## src/rtl/relc_pkg.sv

```systemverilog
/*
  Package for the relay output controller: register map, field layouts,
  enumerations and timing constants.
  Assumes a 25 MHz system clock and a 32-bit classic Wishbone slave.
*/
package relc_pkg;

  localparam int unsigned N_OUT = 5;
  localparam int unsigned N_DOOR = 2;
  localparam int unsigned N_IN = 8;

  // Timing: one hold/strike/ajar tick is 100 ms
  localparam int unsigned CLK_HZ = 25_000_000;
  localparam int unsigned TICK_MS = 100;
  localparam int unsigned TICK_CYCLES = CLK_HZ / 1000 * TICK_MS;

  // Register byte offsets
  localparam logic [7:0] ADR_UNIT = 8'h00;
  localparam logic [7:0] ADR_STATUS = 8'h04;
  localparam logic [7:0] ADR_STRIKE = 8'h08;
  localparam logic [7:0] ADR_AJAR = 8'h0C;
  localparam logic [7:0] ADR_RELAY_BASE = 8'h20;
  localparam logic [7:0] ADR_RELAY_STRIDE = 8'h10;
  localparam logic [7:0] OFS_CFG = 8'h00;
  localparam logic [7:0] OFS_HOLD = 8'h04;
  localparam logic [7:0] OFS_SCHED = 8'h08;

  // Unit control fields
  localparam int unsigned UNIT_MODE_LSB = 0;
  localparam int unsigned UNIT_PIN_ONLY_BIT = 4;

  // Reset values, in ticks
  localparam logic [15:0] STRIKE_RST = 16'h0032;
  localparam logic [15:0] AJAR_RST = 16'h012C;
  localparam logic [15:0] HOLD_RST = 16'h0032;

  typedef enum logic [1:0] {
    MODE_2R2D = 2'b00, MODE_2R1D = 2'b01, MODE_1R1D = 2'b11,
    MODE_LIFT = 2'b10
  } relc_mode_type;

  typedef enum logic [2:0] {
    CTL_PROG = 3'b000, CTL_PROG_OFF = 3'b001, CTL_PROG_ON = 3'b011,
    CTL_PULSE = 3'b010, CTL_OFF = 3'b110, CTL_ON = 3'b111
  } relc_ctl_type;

  typedef enum logic [3:0] {
    SRC_NONE = 4'h0, SRC_STRIKE = 4'h1, SRC_SHUNT = 4'h2,
    SRC_AJAR_L = 4'h3, SRC_AJAR_R = 4'h4, SRC_FORCED = 4'h5,
    SRC_DURESS = 4'h6, SRC_BAD_ID = 4'h7, SRC_BAD_PIN = 4'h8,
    SRC_INPUT = 4'h9, SRC_IN_FAULT = 4'hA, SRC_SCHED = 4'hB
  } relc_src_type;

  typedef enum logic [1:0] {
    HOL_ALL = 2'b00, HOL_NOT = 2'b01, HOL_ONLY = 2'b11
  } relc_hol_type;

  typedef enum logic [1:0] {
    ACT_OFF = 2'b00, ACT_ON = 2'b01, ACT_PULSE = 2'b11
  } relc_act_type;

  typedef struct packed {
    logic [14:0] pad3;
    logic door;
    logic pad2;
    logic [2:0] in_sel;
    logic [1:0] pad1;
    relc_hol_type hol;
    relc_src_type src;
    logic pad0;
    relc_ctl_type ctl;
  } relc_cfg_type;

  typedef struct packed {
    logic en;
    logic [4:0] pad2;
    relc_act_type act;
    logic pad1;
    logic [6:0] days;
    logic [4:0] pad0;
    logic [10:0] minute;
  } relc_sched_type;

  typedef struct packed {
    logic cred_ok;
    logic pin_check;
    logic [15:0] pin_entered;
    logic [15:0] pin_stored;
    logic bad_id;
    logic ajar_remote;
  } relc_rdr_ev_type;

  typedef struct packed {
    logic minute_pulse;
    logic [10:0] minute;
    logic [2:0] weekday;
    logic holiday;
  } relc_time_type;

endpackage : relc_pkg

```

## src/rtl/relc_relay_ctrl.sv

```systemverilog
/*
  Relay output controller: buzzer plus four relays, door events, PIN
  checks, schedules, overrides and control cards, Wishbone register file.
  Assumes reader, clock and card logic on clk_i; door and input pins async.
*/
// Notes on behaviour
// - Four relays plus buzzer, buzzer handled exactly like a relay.
// - Unit mode loads default source per output.
// - Forced-on override keeps output energised until override changes.
// - Forced-off override keeps output off until override changes.
// - Programmed override: output follows its event source and schedule.
// - Programmed-then-on: on now, back to programmed at next off.
// - Programmed-then-off: off now, back to programmed at next on.
// - Pulse override and instant events energise for hold time, less up to one tick.
// - Door sources from this unit; inputs and faults selectable; sharing.
// - Lock strike energises for strike time on accepted credential.
// - Shunt with strike; ends at strike end or at door close.
// - Shunt also drops when local ajar timer expires.
// - Ajar-assigned output energises on local or remote ajar.
// - Door opening without strike raises door forced event.
// - PIN one above stored raises duress and pulses output.
// - Unknown card or PIN raises bad ID and pulses output.
// - Fourth wrong PIN raises bad PIN and pulses output.
// - Input-follow output is on while the chosen input is on.
// - Any input fault raises the input fault source.
// - Schedule entry: time, weekdays, on/off/pulse, applied on match.
// - Holiday qualifier gates schedule entries only.
// - Control card toggles forced-on and programmed; PIN needs PIN-only.
`timescale 1ns/1ns
`default_nettype none
module relc_relay_ctrl #(
  parameter int unsigned TICK_CYCLES = relc_pkg::TICK_CYCLES
) (
  input wire logic clk_i,
  input wire logic rst_i,
  input wire logic [7:0] wb_adr_i,
  input wire logic [31:0] wb_dat_i,
  input wire logic [3:0] wb_sel_i,
  input wire logic wb_we_i,
  input wire logic wb_cyc_i,
  input wire logic wb_stb_i,
  output logic [31:0] wb_dat_o,
  output logic wb_ack_o,
  input wire logic [1:0] door_open_i,
  input wire logic [7:0] in_pin_i,
  input wire logic [7:0] in_fault_i,
  input wire relc_pkg::relc_rdr_ev_type [1:0] rdr_ev_i,
  input wire relc_pkg::relc_time_type time_i,
  input wire logic [4:0] ctrl_card_i,
  input wire logic ctrl_card_pin_i,
  output logic buzzer_o,
  output logic [3:0] relay_o
);

  function automatic logic [7:0] relay_adr(input int unsigned n,
                                           input logic [7:0] ofs);
    relay_adr = 8'(relc_pkg::ADR_RELAY_BASE +
                   8'(n) * relc_pkg::ADR_RELAY_STRIDE + ofs);
  endfunction : relay_adr

  function automatic logic [31:0] merge(input logic [31:0] old,
                                        input logic [31:0] dat,
                                        input logic [3:0] sel);
    merge = old;
    for (int b = 0; b < 4; b++) begin
      if (sel[b]) begin
        merge[b*8 +: 8] = dat[b*8 +: 8];
      end
    end
  endfunction : merge

  // Default source per output for a unit mode
  function automatic relc_pkg::relc_cfg_type dflt(
      input relc_pkg::relc_mode_type m, input int unsigned n,
      input relc_pkg::relc_cfg_type old);
    dflt = old;
    dflt.in_sel = 3'(n);
    dflt.door = 1'b0;
    dflt.src = relc_pkg::SRC_NONE;
    if (m == relc_pkg::MODE_LIFT) begin
      if (n != 0) begin
        dflt.src = relc_pkg::SRC_INPUT;
      end
    end else if (n == 0) begin
      dflt.src = relc_pkg::SRC_AJAR_L;
    end else if (n == 1) begin
      dflt.src = relc_pkg::SRC_STRIKE;
    end else if (n == 3) begin
      dflt.src = relc_pkg::SRC_SHUNT;
    end else if (m == relc_pkg::MODE_2R2D) begin
      dflt.door = 1'b1;
      dflt.src = (n == 2) ? relc_pkg::SRC_STRIKE : relc_pkg::SRC_SHUNT;
    end
  endfunction : dflt

  localparam int unsigned NO = relc_pkg::N_OUT;
  localparam int unsigned ND = relc_pkg::N_DOOR;

  // Bus slave
  logic ack_q;
  logic acc;
  logic wr;
  logic [31:0] rdata;
  logic [21:0] div_cnt;
  logic tick;
  relc_pkg::relc_mode_type mode;
  logic pin_only_en;
  logic [15:0] strike_time;
  logic [15:0] ajar_time;
  relc_pkg::relc_cfg_type cfg [NO];
  logic [15:0] hold [NO];
  relc_pkg::relc_sched_type sched [NO];
  logic [NO-1:0] out_q;

  assign acc = wb_cyc_i & wb_stb_i;
  assign wr = acc & wb_we_i & ack_q;
  assign wb_ack_o = ack_q;

  always_ff @(posedge clk_i) begin
    if (rst_i) begin
      ack_q <= 1'b0;
    end else begin
      ack_q <= acc & ~ack_q;
    end
  end

  // Input synchronisers
  logic [17:0] pin_s1;
  logic [17:0] pin_s2;
  logic [1:0] door_q;
  logic [1:0] door;
  logic [7:0] inp;
  logic [7:0] flt;

  always_ff @(posedge clk_i) begin
    if (rst_i) begin
      pin_s1 <= 18'h0_0000;
      pin_s2 <= 18'h0_0000;
      door_q <= 2'h0;
    end else begin
      pin_s1 <= {in_fault_i, in_pin_i, door_open_i};
      pin_s2 <= pin_s1;
      door_q <= pin_s2[1:0];
    end
  end
  assign door = pin_s2[1:0];
  assign inp = pin_s2[9:2];
  assign flt = pin_s2[17:10];

  // 100 ms tick
  assign tick = (div_cnt == 22'(TICK_CYCLES - 1));
  always_ff @(posedge clk_i) begin
    if (rst_i || tick) begin
      div_cnt <= 22'h00_0000;
    end else begin
      div_cnt <= div_cnt + 22'h00_0001;
    end
  end

  // Door and reader events
  logic [15:0] strike_cnt [ND];
  logic [15:0] ajar_cnt [ND];
  logic [2:0] wrong_cnt [ND];
  logic [ND-1:0] strike_act;
  logic [ND-1:0] strike_q;
  logic [ND-1:0] shunt;
  logic [ND-1:0] opened;
  logic [ND-1:0] ajar_l;
  logic [ND-1:0] forced_ev;
  logic [ND-1:0] forced_lv;
  logic [ND-1:0] duress_ev;
  logic [ND-1:0] bad_pin_ev;
  logic [ND-1:0] dur_hit;
  logic [ND-1:0] pin_good;
  logic [ND-1:0] pin_bad;
  logic [ND-1:0] rls;
  logic [ND-1:0] ajar_hit;

  always_comb begin
    for (int d = 0; d < ND; d++) begin
      strike_act[d] = (strike_cnt[d] != 16'h0000);
      dur_hit[d] = rdr_ev_i[d].pin_check && (rdr_ev_i[d].pin_entered ==
                   rdr_ev_i[d].pin_stored + 16'h0001);
      pin_good[d] = rdr_ev_i[d].pin_check &&
                    (rdr_ev_i[d].pin_entered == rdr_ev_i[d].pin_stored);
      pin_bad[d] = rdr_ev_i[d].pin_check & ~dur_hit[d] & ~pin_good[d];
      rls[d] = rdr_ev_i[d].cred_ok | dur_hit[d];
      ajar_hit[d] = door[d] && ajar_time != 16'h0000 &&
                    ajar_cnt[d] == ajar_time;
    end
  end

  always_ff @(posedge clk_i) begin
    if (rst_i) begin
      for (int d = 0; d < ND; d++) begin
        strike_cnt[d] <= 16'h0000;
        ajar_cnt[d] <= 16'h0000;
        wrong_cnt[d] <= 3'h0;
      end
      strike_q <= '0;
      shunt <= '0;
      opened <= '0;
      ajar_l <= '0;
      forced_ev <= '0;
      forced_lv <= '0;
      duress_ev <= '0;
      bad_pin_ev <= '0;
    end else begin
      strike_q <= strike_act;
      for (int d = 0; d < ND; d++) begin
        if (rls[d]) begin
          strike_cnt[d] <= strike_time;
        end else if (tick && strike_act[d]) begin
          strike_cnt[d] <= strike_cnt[d] - 16'h0001;
        end
        if (!door[d]) begin
          ajar_cnt[d] <= 16'h0000;
        end else if (tick && ajar_cnt[d] != ajar_time) begin
          ajar_cnt[d] <= ajar_cnt[d] + 16'h0001;
        end
        ajar_l[d] <= ajar_hit[d];
        if (rls[d]) begin
          shunt[d] <= 1'b1;
        end else if ((ajar_hit[d] && !ajar_l[d]) ||
                     (!opened[d] && strike_q[d] && !strike_act[d]) ||
                     (opened[d] && door_q[d] && !door[d])) begin
          shunt[d] <= 1'b0;
        end
        if (rls[d] && !door[d]) begin
          opened[d] <= 1'b0;
        end else if (shunt[d] && door[d] && !door_q[d]) begin
          opened[d] <= 1'b1;
        end
        forced_ev[d] <= door[d] & ~door_q[d] & ~strike_act[d];
        if (forced_ev[d]) begin
          forced_lv[d] <= 1'b1;
        end else if (!door[d]) begin
          forced_lv[d] <= 1'b0;
        end
        duress_ev[d] <= dur_hit[d];
        bad_pin_ev[d] <= pin_bad[d] && wrong_cnt[d] == 3'h3;
        if (pin_good[d] || dur_hit[d]) begin
          wrong_cnt[d] <= 3'h0;
        end else if (pin_bad[d]) begin
          wrong_cnt[d] <= (wrong_cnt[d] == 3'h3) ? 3'h0 :
                          wrong_cnt[d] + 3'h1;
        end
      end
    end
  end

  // Per output programmed request
  logic [NO-1:0] src_lv;
  logic [NO-1:0] pulse_start;
  logic [NO-1:0] sched_on;
  logic [NO-1:0] sched_off;
  logic [NO-1:0] sched_lv;
  logic [NO-1:0] prog;
  logic [NO-1:0] prog_q;
  logic [NO-1:0] card_hit;
  logic [NO-1:0] cfg_wr;
  logic [15:0] pulse_cnt [NO];
  logic hol_ok [NO];

  always_comb begin
    for (int n = 0; n < NO; n++) begin
      automatic int unsigned d = int'(cfg[n].door);
      automatic logic hit = 1'b0;
      automatic logic ev = 1'b0;
      case (cfg[n].hol)
        relc_pkg::HOL_NOT: hol_ok[n] = ~time_i.holiday;
        relc_pkg::HOL_ONLY: hol_ok[n] = time_i.holiday;
        default: hol_ok[n] = 1'b1;
      endcase
      hit = sched[n].en && time_i.minute_pulse && hol_ok[n] &&
            sched[n].minute == time_i.minute && time_i.weekday != 3'h7 &&
            sched[n].days[time_i.weekday];
      sched_on[n] = hit && sched[n].act == relc_pkg::ACT_ON;
      sched_off[n] = hit && sched[n].act == relc_pkg::ACT_OFF;
      src_lv[n] = 1'b0;
      case (cfg[n].src)
        relc_pkg::SRC_STRIKE: src_lv[n] = strike_act[d];
        relc_pkg::SRC_SHUNT: src_lv[n] = shunt[d];
        relc_pkg::SRC_AJAR_L: src_lv[n] = ajar_l[d];
        relc_pkg::SRC_AJAR_R: src_lv[n] = rdr_ev_i[d].ajar_remote;
        relc_pkg::SRC_FORCED: src_lv[n] = forced_lv[d];
        relc_pkg::SRC_DURESS: ev = duress_ev[d];
        relc_pkg::SRC_BAD_ID: ev = rdr_ev_i[d].bad_id;
        relc_pkg::SRC_BAD_PIN: ev = bad_pin_ev[d];
        relc_pkg::SRC_INPUT: src_lv[n] = inp[cfg[n].in_sel];
        relc_pkg::SRC_IN_FAULT: src_lv[n] = |flt;
        default: src_lv[n] = 1'b0;
      endcase
      cfg_wr[n] = wr && wb_adr_i == relay_adr(n, relc_pkg::OFS_CFG);
      pulse_start[n] = ev || (hit && sched[n].act == relc_pkg::ACT_PULSE) ||
                       (cfg_wr[n] && wb_sel_i[0] &&
                        wb_dat_i[2:0] == relc_pkg::CTL_PULSE);
      card_hit[n] = ctrl_card_i[n] && (!ctrl_card_pin_i || pin_only_en);
      prog[n] = src_lv[n] | sched_lv[n] | (pulse_cnt[n] != 16'h0000);
    end
  end

  // Registers, overrides and outputs
  always_ff @(posedge clk_i) begin
    if (rst_i) begin
      mode <= relc_pkg::MODE_2R2D;
      pin_only_en <= 1'b0;
      strike_time <= relc_pkg::STRIKE_RST;
      ajar_time <= relc_pkg::AJAR_RST;
      prog_q <= '0;
      sched_lv <= '0;
      out_q <= '0;
      for (int n = 0; n < NO; n++) begin
        cfg[n] <= dflt(relc_pkg::MODE_2R2D, n, '0);
        hold[n] <= relc_pkg::HOLD_RST;
        sched[n] <= '0;
        pulse_cnt[n] <= 16'h0000;
      end
    end else begin
      prog_q <= prog;
      if (wr && wb_adr_i == relc_pkg::ADR_UNIT && wb_sel_i[0]) begin
        mode <= relc_pkg::relc_mode_type'(wb_dat_i[relc_pkg::UNIT_MODE_LSB
                                                   +: 2]);
        pin_only_en <= wb_dat_i[relc_pkg::UNIT_PIN_ONLY_BIT];
      end
      if (wr && wb_adr_i == relc_pkg::ADR_STRIKE) begin
        strike_time <= 16'(merge({16'h0000, strike_time}, wb_dat_i,
                                 wb_sel_i));
      end
      if (wr && wb_adr_i == relc_pkg::ADR_AJAR) begin
        ajar_time <= 16'(merge({16'h0000, ajar_time}, wb_dat_i, wb_sel_i));
      end
      for (int n = 0; n < NO; n++) begin
        automatic relc_pkg::relc_cfg_type c;
        c = relc_pkg::relc_cfg_type'(merge(32'(cfg[n]), wb_dat_i,
                                           wb_sel_i));
        c.pad0 = 1'b0;
        c.pad1 = 2'h0;
        c.pad2 = 1'b0;
        c.pad3 = 15'h0000;
        if (wr && wb_adr_i == relc_pkg::ADR_UNIT && wb_sel_i[0]) begin
          cfg[n] <= dflt(relc_pkg::relc_mode_type'(wb_dat_i[1:0]), n,
                         cfg[n]);
        end else if (cfg_wr[n]) begin
          if (c.ctl == relc_pkg::CTL_PULSE) begin
            c.ctl = relc_pkg::CTL_PROG;
          end
          cfg[n] <= c;
        end else if (card_hit[n]) begin
          cfg[n].ctl <= (cfg[n].ctl == relc_pkg::CTL_ON) ?
                        relc_pkg::CTL_PROG : relc_pkg::CTL_ON;
        end else if (cfg[n].ctl == relc_pkg::CTL_PROG_ON &&
                     prog_q[n] && !prog[n]) begin
          cfg[n].ctl <= relc_pkg::CTL_PROG;
        end else if (cfg[n].ctl == relc_pkg::CTL_PROG_OFF &&
                     !prog_q[n] && prog[n]) begin
          cfg[n].ctl <= relc_pkg::CTL_PROG;
        end
        if (wr && wb_adr_i == relay_adr(n, relc_pkg::OFS_HOLD)) begin
          hold[n] <= 16'(merge({16'h0000, hold[n]}, wb_dat_i, wb_sel_i));
        end
        if (wr && wb_adr_i == relay_adr(n, relc_pkg::OFS_SCHED)) begin
          sched[n] <= relc_pkg::relc_sched_type'(merge(32'(sched[n]),
                      wb_dat_i, wb_sel_i) & 32'h837F_07FF);
        end
        if (sched_on[n]) begin
          sched_lv[n] <= 1'b1;
        end else if (sched_off[n]) begin
          sched_lv[n] <= 1'b0;
        end
        if (pulse_start[n]) begin
          pulse_cnt[n] <= hold[n];
        end else if (tick && pulse_cnt[n] != 16'h0000) begin
          pulse_cnt[n] <= pulse_cnt[n] - 16'h0001;
        end
        case (cfg[n].ctl)
          relc_pkg::CTL_ON, relc_pkg::CTL_PROG_ON: out_q[n] <= 1'b1;
          relc_pkg::CTL_OFF, relc_pkg::CTL_PROG_OFF: out_q[n] <= 1'b0;
          default: out_q[n] <= prog[n];
        endcase
      end
    end
  end

  assign buzzer_o = out_q[0];
  assign relay_o = out_q[NO-1:1];

  // Read data
  always_comb begin
    rdata = 32'h0000_0000;
    if (wb_adr_i == relc_pkg::ADR_UNIT) begin
      rdata = {27'h000_0000, pin_only_en, 2'h0, mode};
    end else if (wb_adr_i == relc_pkg::ADR_STATUS) begin
      rdata = {8'h00, inp, forced_lv, ajar_l, shunt, strike_act, 3'h0,
               out_q};
    end else if (wb_adr_i == relc_pkg::ADR_STRIKE) begin
      rdata = {16'h0000, strike_time};
    end else if (wb_adr_i == relc_pkg::ADR_AJAR) begin
      rdata = {16'h0000, ajar_time};
    end else begin
      for (int n = 0; n < NO; n++) begin
        if (wb_adr_i == relay_adr(n, relc_pkg::OFS_CFG)) begin
          rdata = 32'(cfg[n]);
        end else if (wb_adr_i == relay_adr(n, relc_pkg::OFS_HOLD)) begin
          rdata = {16'h0000, hold[n]};
        end else if (wb_adr_i == relay_adr(n, relc_pkg::OFS_SCHED)) begin
          rdata = 32'(sched[n]);
        end
      end
    end
  end

  always_ff @(posedge clk_i) begin
    if (rst_i) begin
      wb_dat_o <= 32'h0000_0000;
    end else if (acc && !ack_q) begin
      wb_dat_o <= rdata;
    end
  end

  for (genvar g = 0; g < NO; g++) begin : g_chk

  end
endmodule : relc_relay_ctrl
`default_nettype wire

```

## config.mk

```make
export PLATFORM = sky130hd
export DESIGN_NAME = relc_relay_ctrl
export DESIGN_NICKNAME = d
export VERILOG_FILES = /design/src/rtl/relc_pkg.sv /design/src/rtl/relc_relay_ctrl.sv
export SDC_FILE = /design/constraint.sdc
export NUM_CORES = 1
export LEC_CHECK = 0
export ABC_AREA = 1
export BUFFER_PORTS_ARGS = -buffer_cell sky130_fd_sc_hd__buf_2
export CAP_MARGIN = 20
export CORE_AREA = 2 2 271 273
export CTS_BUF_LIST = sky130_fd_sc_hd__clkbuf_16
export DETAILED_ROUTE_END_ITERATION = 16
export DIE_AREA = 0 0 273 275
export GPL_ROUTABILITY_DRIVEN = 0
export SKIP_CTS_REPAIR_TIMING = 1
export SYNTH_ARGS = -nofsm -noshare
export SYNTH_HDL_FRONTEND = slang
export SYNTH_SLANG_ARGS = --single-unit
```

## constraint.sdc

```tcl
create_clock -name clk_i -period 3.75 [get_ports clk_i]
set_input_delay 0.75 -clock clk_i [delete_from_list [all_inputs] [get_ports clk_i]]
set_output_delay 0.75 -clock clk_i [all_outputs]
set_load 0.1 [all_outputs]
```

Yosys cells after proc, flatten, opt, wreduce, memory -nomap -nowiden. Memory sizes are Yosys's and may differ from the RTL's. Cells that the tools add are included.

Memories: 7. Latch bits: 0. Bits in read-only memories: 0. Bits in writable memories: 495. Bits in registers: 159. Input bits: 161.

Memories: cfg (words 5, bits a word 32, read ports 5, clocked after memory_dff 0, write ports 5, RTL line relc_relay_ctrl.sv:110) `relc_pkg::relc_cfg_type cfg [NO];`; sched (words 5, bits a word 21, read ports 5, clocked after memory_dff 0, write ports 5, RTL line relc_relay_ctrl.sv:112) `relc_pkg::relc_sched_type sched [NO];`; hold (words 5, bits a word 16, read ports 5, clocked after memory_dff 0, write ports 5, RTL line relc_relay_ctrl.sv:111) `logic [15:0] hold [NO];`; pulse_cnt (words 5, bits a word 16, read ports 5, clocked after memory_dff 0, write ports 5, RTL line relc_relay_ctrl.sv:262) `logic [15:0] pulse_cnt [NO];`; ajar_cnt (words 2, bits a word 16, read ports 2, clocked after memory_dff 0, write ports 2, RTL line relc_relay_ctrl.sv:162) `logic [15:0] ajar_cnt [ND];`; strike_cnt (words 2, bits a word 16, read ports 2, clocked after memory_dff 0, write ports 2, RTL line relc_relay_ctrl.sv:161) `logic [15:0] strike_cnt [ND];`; 1 more memories.

Bitwise logic cells: 91. Multiplexer cells: 601. Eq/ne operators: 134. Reduce and logical (&&, ||, !) cells: 209. Order comparisons: 11. Divide/modulo/power cells: 0. $mul: 0. Shift operators: 0. $add $sub $neg: 14.

Operators by type and width (number): 2-to-1 mux 32 bit (29); 2-to-1 mux 8 bit (70); 2-to-1 mux 16 bit (23); 2-to-1 mux 1 bit (329); 2-to-1 mux 3 bit (61); 2-to-1 mux 7 bit (25); logical AND 1 bit (130); nonzero test 16 bit (8); subtractor 16 x 1 -> 16 bit (second input constant) (7); 2-to-1 mux 21 bit (5); equality test 16 bit (6); equality test 4 x 3 -> 1 bit (second input constant) (20); equality test 8 x 7 -> 1 bit (second input constant) (9); bitwise OR 1 bit (69); 2-to-1 mux 4 bit (17); adder 16 x 1 -> 16 bit (second input constant) (4); equality test 4 bit (second input constant) (15); equality test 11 bit (5); equality test 8 x 6 -> 1 bit (second input constant) (6); equality test 4 x 2 -> 1 bit (second input constant) (10); equality test 3 x 2 -> 1 bit (second input constant) (13); case mux 1 bit (7 select lines) (5); != test 16 bit (2); binary-select mux 1 bit (select 3 bit) (10); other kinds (27) (182).

Depth between registers and ports, before layout.
Depth in word-level cells: 20. Mapped depth: 20.

Worst setup path before layout. Ideal clock, no wire load.

Path type: register to register. Start point: reg ack_q, in the netlist wb_ack_o. End point: mem hold[0][10] (enable). Arrival time: 2729 ps. Required time: 3380 ps. Path buffers: 1. Slack: 651 ps. Clock period less this slack: 3099 ps. Cell stages (with the launch flop): 12. Setup time: 370 ps. Cell sequence: dfxtp_1 > nand3_1 > buf_2 > nor2_1 > inv_1 > nor2_1 > nor4_1 > nand2_1 > inv_1 > nand2_1 > o21ai_0 > nor2_1.

RTL lines: from (decl) (RTL line relc_relay_ctrl.sv:100) `logic ack_q;`; from (signal assigned) (RTL line relc_relay_ctrl.sv:123) `ack_q <= acc & ~ack_q;`; to (decl) (RTL line relc_relay_ctrl.sv:111).

==> metrics.md <==
| Metric | Value |
|---|---|
| Outcome | `complete, no violations` |
| Worst Reg-to-Reg Cells | `17` |
| Clock tree buffer depth | `3` |
| Chip Width | `~270 um` |
| Netlist cell types | `65` |
| Final hold vios | `0` |
| Layout area overhead | `15.0%` |
| Total CTS buffers | `60` |
| Final count of negative-setup-slack endpoints | `0` |
| Crit Path Class | `reg -> reg` |
| Async SR Flop Fraction | `0%` |
| Synth area leaders | `edfxtp_1, nand2_1, dfxtp_1, inv_1, nor2_1` |
| Placed Cells | `between 5k and 6k` |
| Synth top cells by count | `nand2_1, inv_1, nor2_1, edfxtp_1, a21oi_1` |
| Post-synth top flop | `edfxtp_1` |
| Antenna viol nets, final | `0` |
| Buffers on Ports | `187` |
| Min-delay worst type | `in -> reg` |
| RSZ-0062 raised after global routing | `no` |
| Hold WS | `between 0.2 and 0.3 ns` |
| Root Buffer | `clkbuf_16` |
| Seq/Total Area, Yosys | `46.9%` |
| Hold wc startpoint | `in_pin_i[7]` |
| Net Sw Frac | `about a quarter` |
| Pint | `11.0 mW` |
| Critical path's largest stage delay | `roughly 0.42 ns` |
| Routed len/inst | `20.6 um` |
| Final worst slack | `0.448 ns` |
| Fmax | `between 0.3 and 0.4 GHz` |
| Cell taking the most area after synthesis | `edfxtp_1` |
| Fin. max-slew vios | `0` |
| Clock Power Share | `43.4%` |
| Worst Path Required | `approximately 4.1 ns` |
| Initial Util | `about 45%` |
| Worst vdd ir | `roughly 0.42 mV` |
| Slew headroom | `35.6%` |
| Max FO, Critical Path | `31` |
| Synth warnings | `0` |
| Leak | `around 17 nW` |
| Die H | `between 200 and 300 um` |
| NetSw | `about 4.0 mW` |
| GRT Total Usage | `29.4%` |
| Remaining DRCs | `0` |
| 1st-iter DRT viols | `about 3.6k` |
| Logic gate share of total power | `under 10%` |
| Post-route minimum period | `3.30 ns` |
| DP HPWL | `between 80 and 90 mm` |
| Tcrit/Tclk final | `between 80% and 90%` |
| Worst EP arrival | `~3.7 ns` |
| Reg2reg start | `strike_cnt[1][4]$_DFFE_PP_` |
| Cell Area, Synth | `0.0322 mm2` |
| Hold-critical path depth | `3` |
| Worst setup startpoint | `strike_cnt[1][4]$_DFFE_PP_` |
| Global-route wire length before repair | `around 170 mm` |
| Worst setup SP type | `flop` |
| Max Cap Viol | `0` |
| DRT Pass-1 Iters | `6` |
| Final cell count without fillers | `5,472` |
| Core ar. | `between 0.07 and 0.08 mm2` |
| Pre-CTS setup slack | `0.102 ns` |
| CTS tree | `done` |
| Pin count of the biggest net entering global routing | `between 100 and 150` |
| Worst-path clk slew | `around 0.060 ns` |
| Synthesized flop and latch total | `554` |
| Cell mode on critical path | `nand2_1` |
| Die area | `approximately 0.075 mm2` |
| GRT overflow | `0` |
| Power Density | `405 mW/mm2` |
| Num Clock Sinks | `between 500 and 600` |
| Synth top area share | `between 30% and 40%` |
| Layout net count | `roughly 4.6k` |
| Vias in the first global route | `roughly 27k` |
| Clock Latency Late Sink | `slightly below 0.7 ns` |
| Drt total wl | `about 110 mm` |
| Setup TNS | `0 ns` |
| Crit-path slowest cell | `edfxtp_1` |
| H-Tree Depth | `2` |
| Seq pwr share | `a little under half` |
| Syn Area/Cell | `between 7 and 8 um2` |
| # IOs | `a little under 200` |
| Post-Route Utilization | `about half` |
| Fillers | `7,123` |
| DR vias | `between 20k and 30k` |
| Syn Inst Count | `roughly 4.2k` |
| CP Capture Type | `flop` |
| Std-Cell Rows | `slightly below 100` |
| Initial antenna violation count | `7` |
| Most numerous cell in the Yosys netlist | `nand2_1` |
| Final worst clock skew | `around 0.043 ns` |
| Worst Tran Pin Value | `0.961 ns` |
| Post-synth EDFFs | `400` |
| Routed vias/inst | `between 5 and 6` |
| Cell Chain, Critical Path | `nor2_1, nand2_1, nor2_1, nand2_1, nand2_1, nand2_1, nand2_1, nand2_1, nor2_1, nand3_1, nand2_1, nand2_1, a21oi_1, nand3_2, buf_12, nand2_1, nor2_1` |
| Layout cells sized above 1 | `approximately an eighth` |
critical path, delay by kind of cell, from the launching register on:
kind | cells | cell delay, ns
AND/OR/NAND/NOR | 15 | 2.16
flip-flops | 1 | 0.42
AO/OA/AOI/OAI | 1 | 0.27
buffers and inverters | 1 | 0.19
cell usage in the layout, fill, tap and decap left out, types with 64 or more instances in the layout:
cell type     n
a21oi_1     237
buf_2       186
buf_4       126
clkbuf_16    64
dfxtp_1     154
edfxtp_1    400
inv_1       596
nand2_1    1060
nand3_1     177
nand4_1      72
nor2_1      520
nor3_1       90
o21ai_0     203
xor2_1      126
area by class of cell:
cell class / instances / area [um2] / area share, %
Clock buffer: 64 / 1600 / 4.32
Antenna cell: 3 / 7.51 / 0.0203
Sequential cell: 554 / 15100 / 40.7
Clock inverter: 50 / 561 / 1.51
Tap cell: 959 / 1200 / 3.24
Multi-Input combinational cell: 2877 / 14100 / 38.1
Inverter: 644 / 2420 / 6.52
Timing Repair Buffer: 321 / 2060 / 5.55
registers in the layout (all words and copies together), names as in the netlist, 16 cells and up:
| signal | flops |
|---|---|
| ajar_time | 16 |
| hold | 80 |
| pulse_cnt | 80 |
| pin_s1 | 18 |
| div_cnt | 22 |
| pin_s2 | 18 |
| ajar_cnt | 32 |
| strike_cnt | 32 |
| sched | 105 |
| wb_dat_o | 27 |
| strike_time | 16 |
| cfg | 65 |
power by group through the flow:
stage | Combinational (mW) | Clock [mW] | Sequential [mW]
global route | 1.63 | 6.80 | 7.03
detailed placement | 1.45 | 0 | 7.13
floorplan | 0.911 | 0 | 7.09
global placement | 1.44 | 0 | 7.12
CTS | 1.46 | 6.57 | 7.00
finish | 1.48 | 6.50 | 7.01
cells by family (layout without fill, tap and decap cells):
family	count (synthesis)	after routing	share of synthesized area [%]
other cells	1	8	0.0116
fa+ha+maj	18	18	0.699
buf+inv	756	1079	9.35
xor+xnor	176	176	4.81
compound gates	622	622	11.2
flops	554	554	46.9
simple gates	2056	2056	27.1
stage by stage:
| step | cell area (um2) | total power, mW |
|---|---|---|
| finish | 37100 | 15.0 |
| global placement | 34900 | 8.57 |
| global route | 37100 | 15.4 |
| detailed placement | 34900 | 8.58 |
| CTS | 37100 | 15.0 |
| floorplan | 32200 | 8.01 |
layer usage:
layer	routed length, um	global-route usage, %	up-vias	part of all wire, %
li1	-	-	14300	-
met1	46400	40.2	13800	41
met2	48800	45.7	1534	43
met3	11800	5.60	314	10
met4	5550	12.6	4	4.9
met5	26	0	-	0.023
worst paths after layout:
check                                                 to  slack, ns
worst max-delay path            cfg[0][14]$_SDFFCE_PN0P_       0.45
worst max register to register  cfg[0][14]$_SDFFCE_PN0P_       0.45
worst min-delay path                pin_s1[9]$_SDFF_PP0_       0.28
worst min register to register      pin_s2[9]$_SDFF_PP0_       0.40
(Power assumes the default switching activity.)
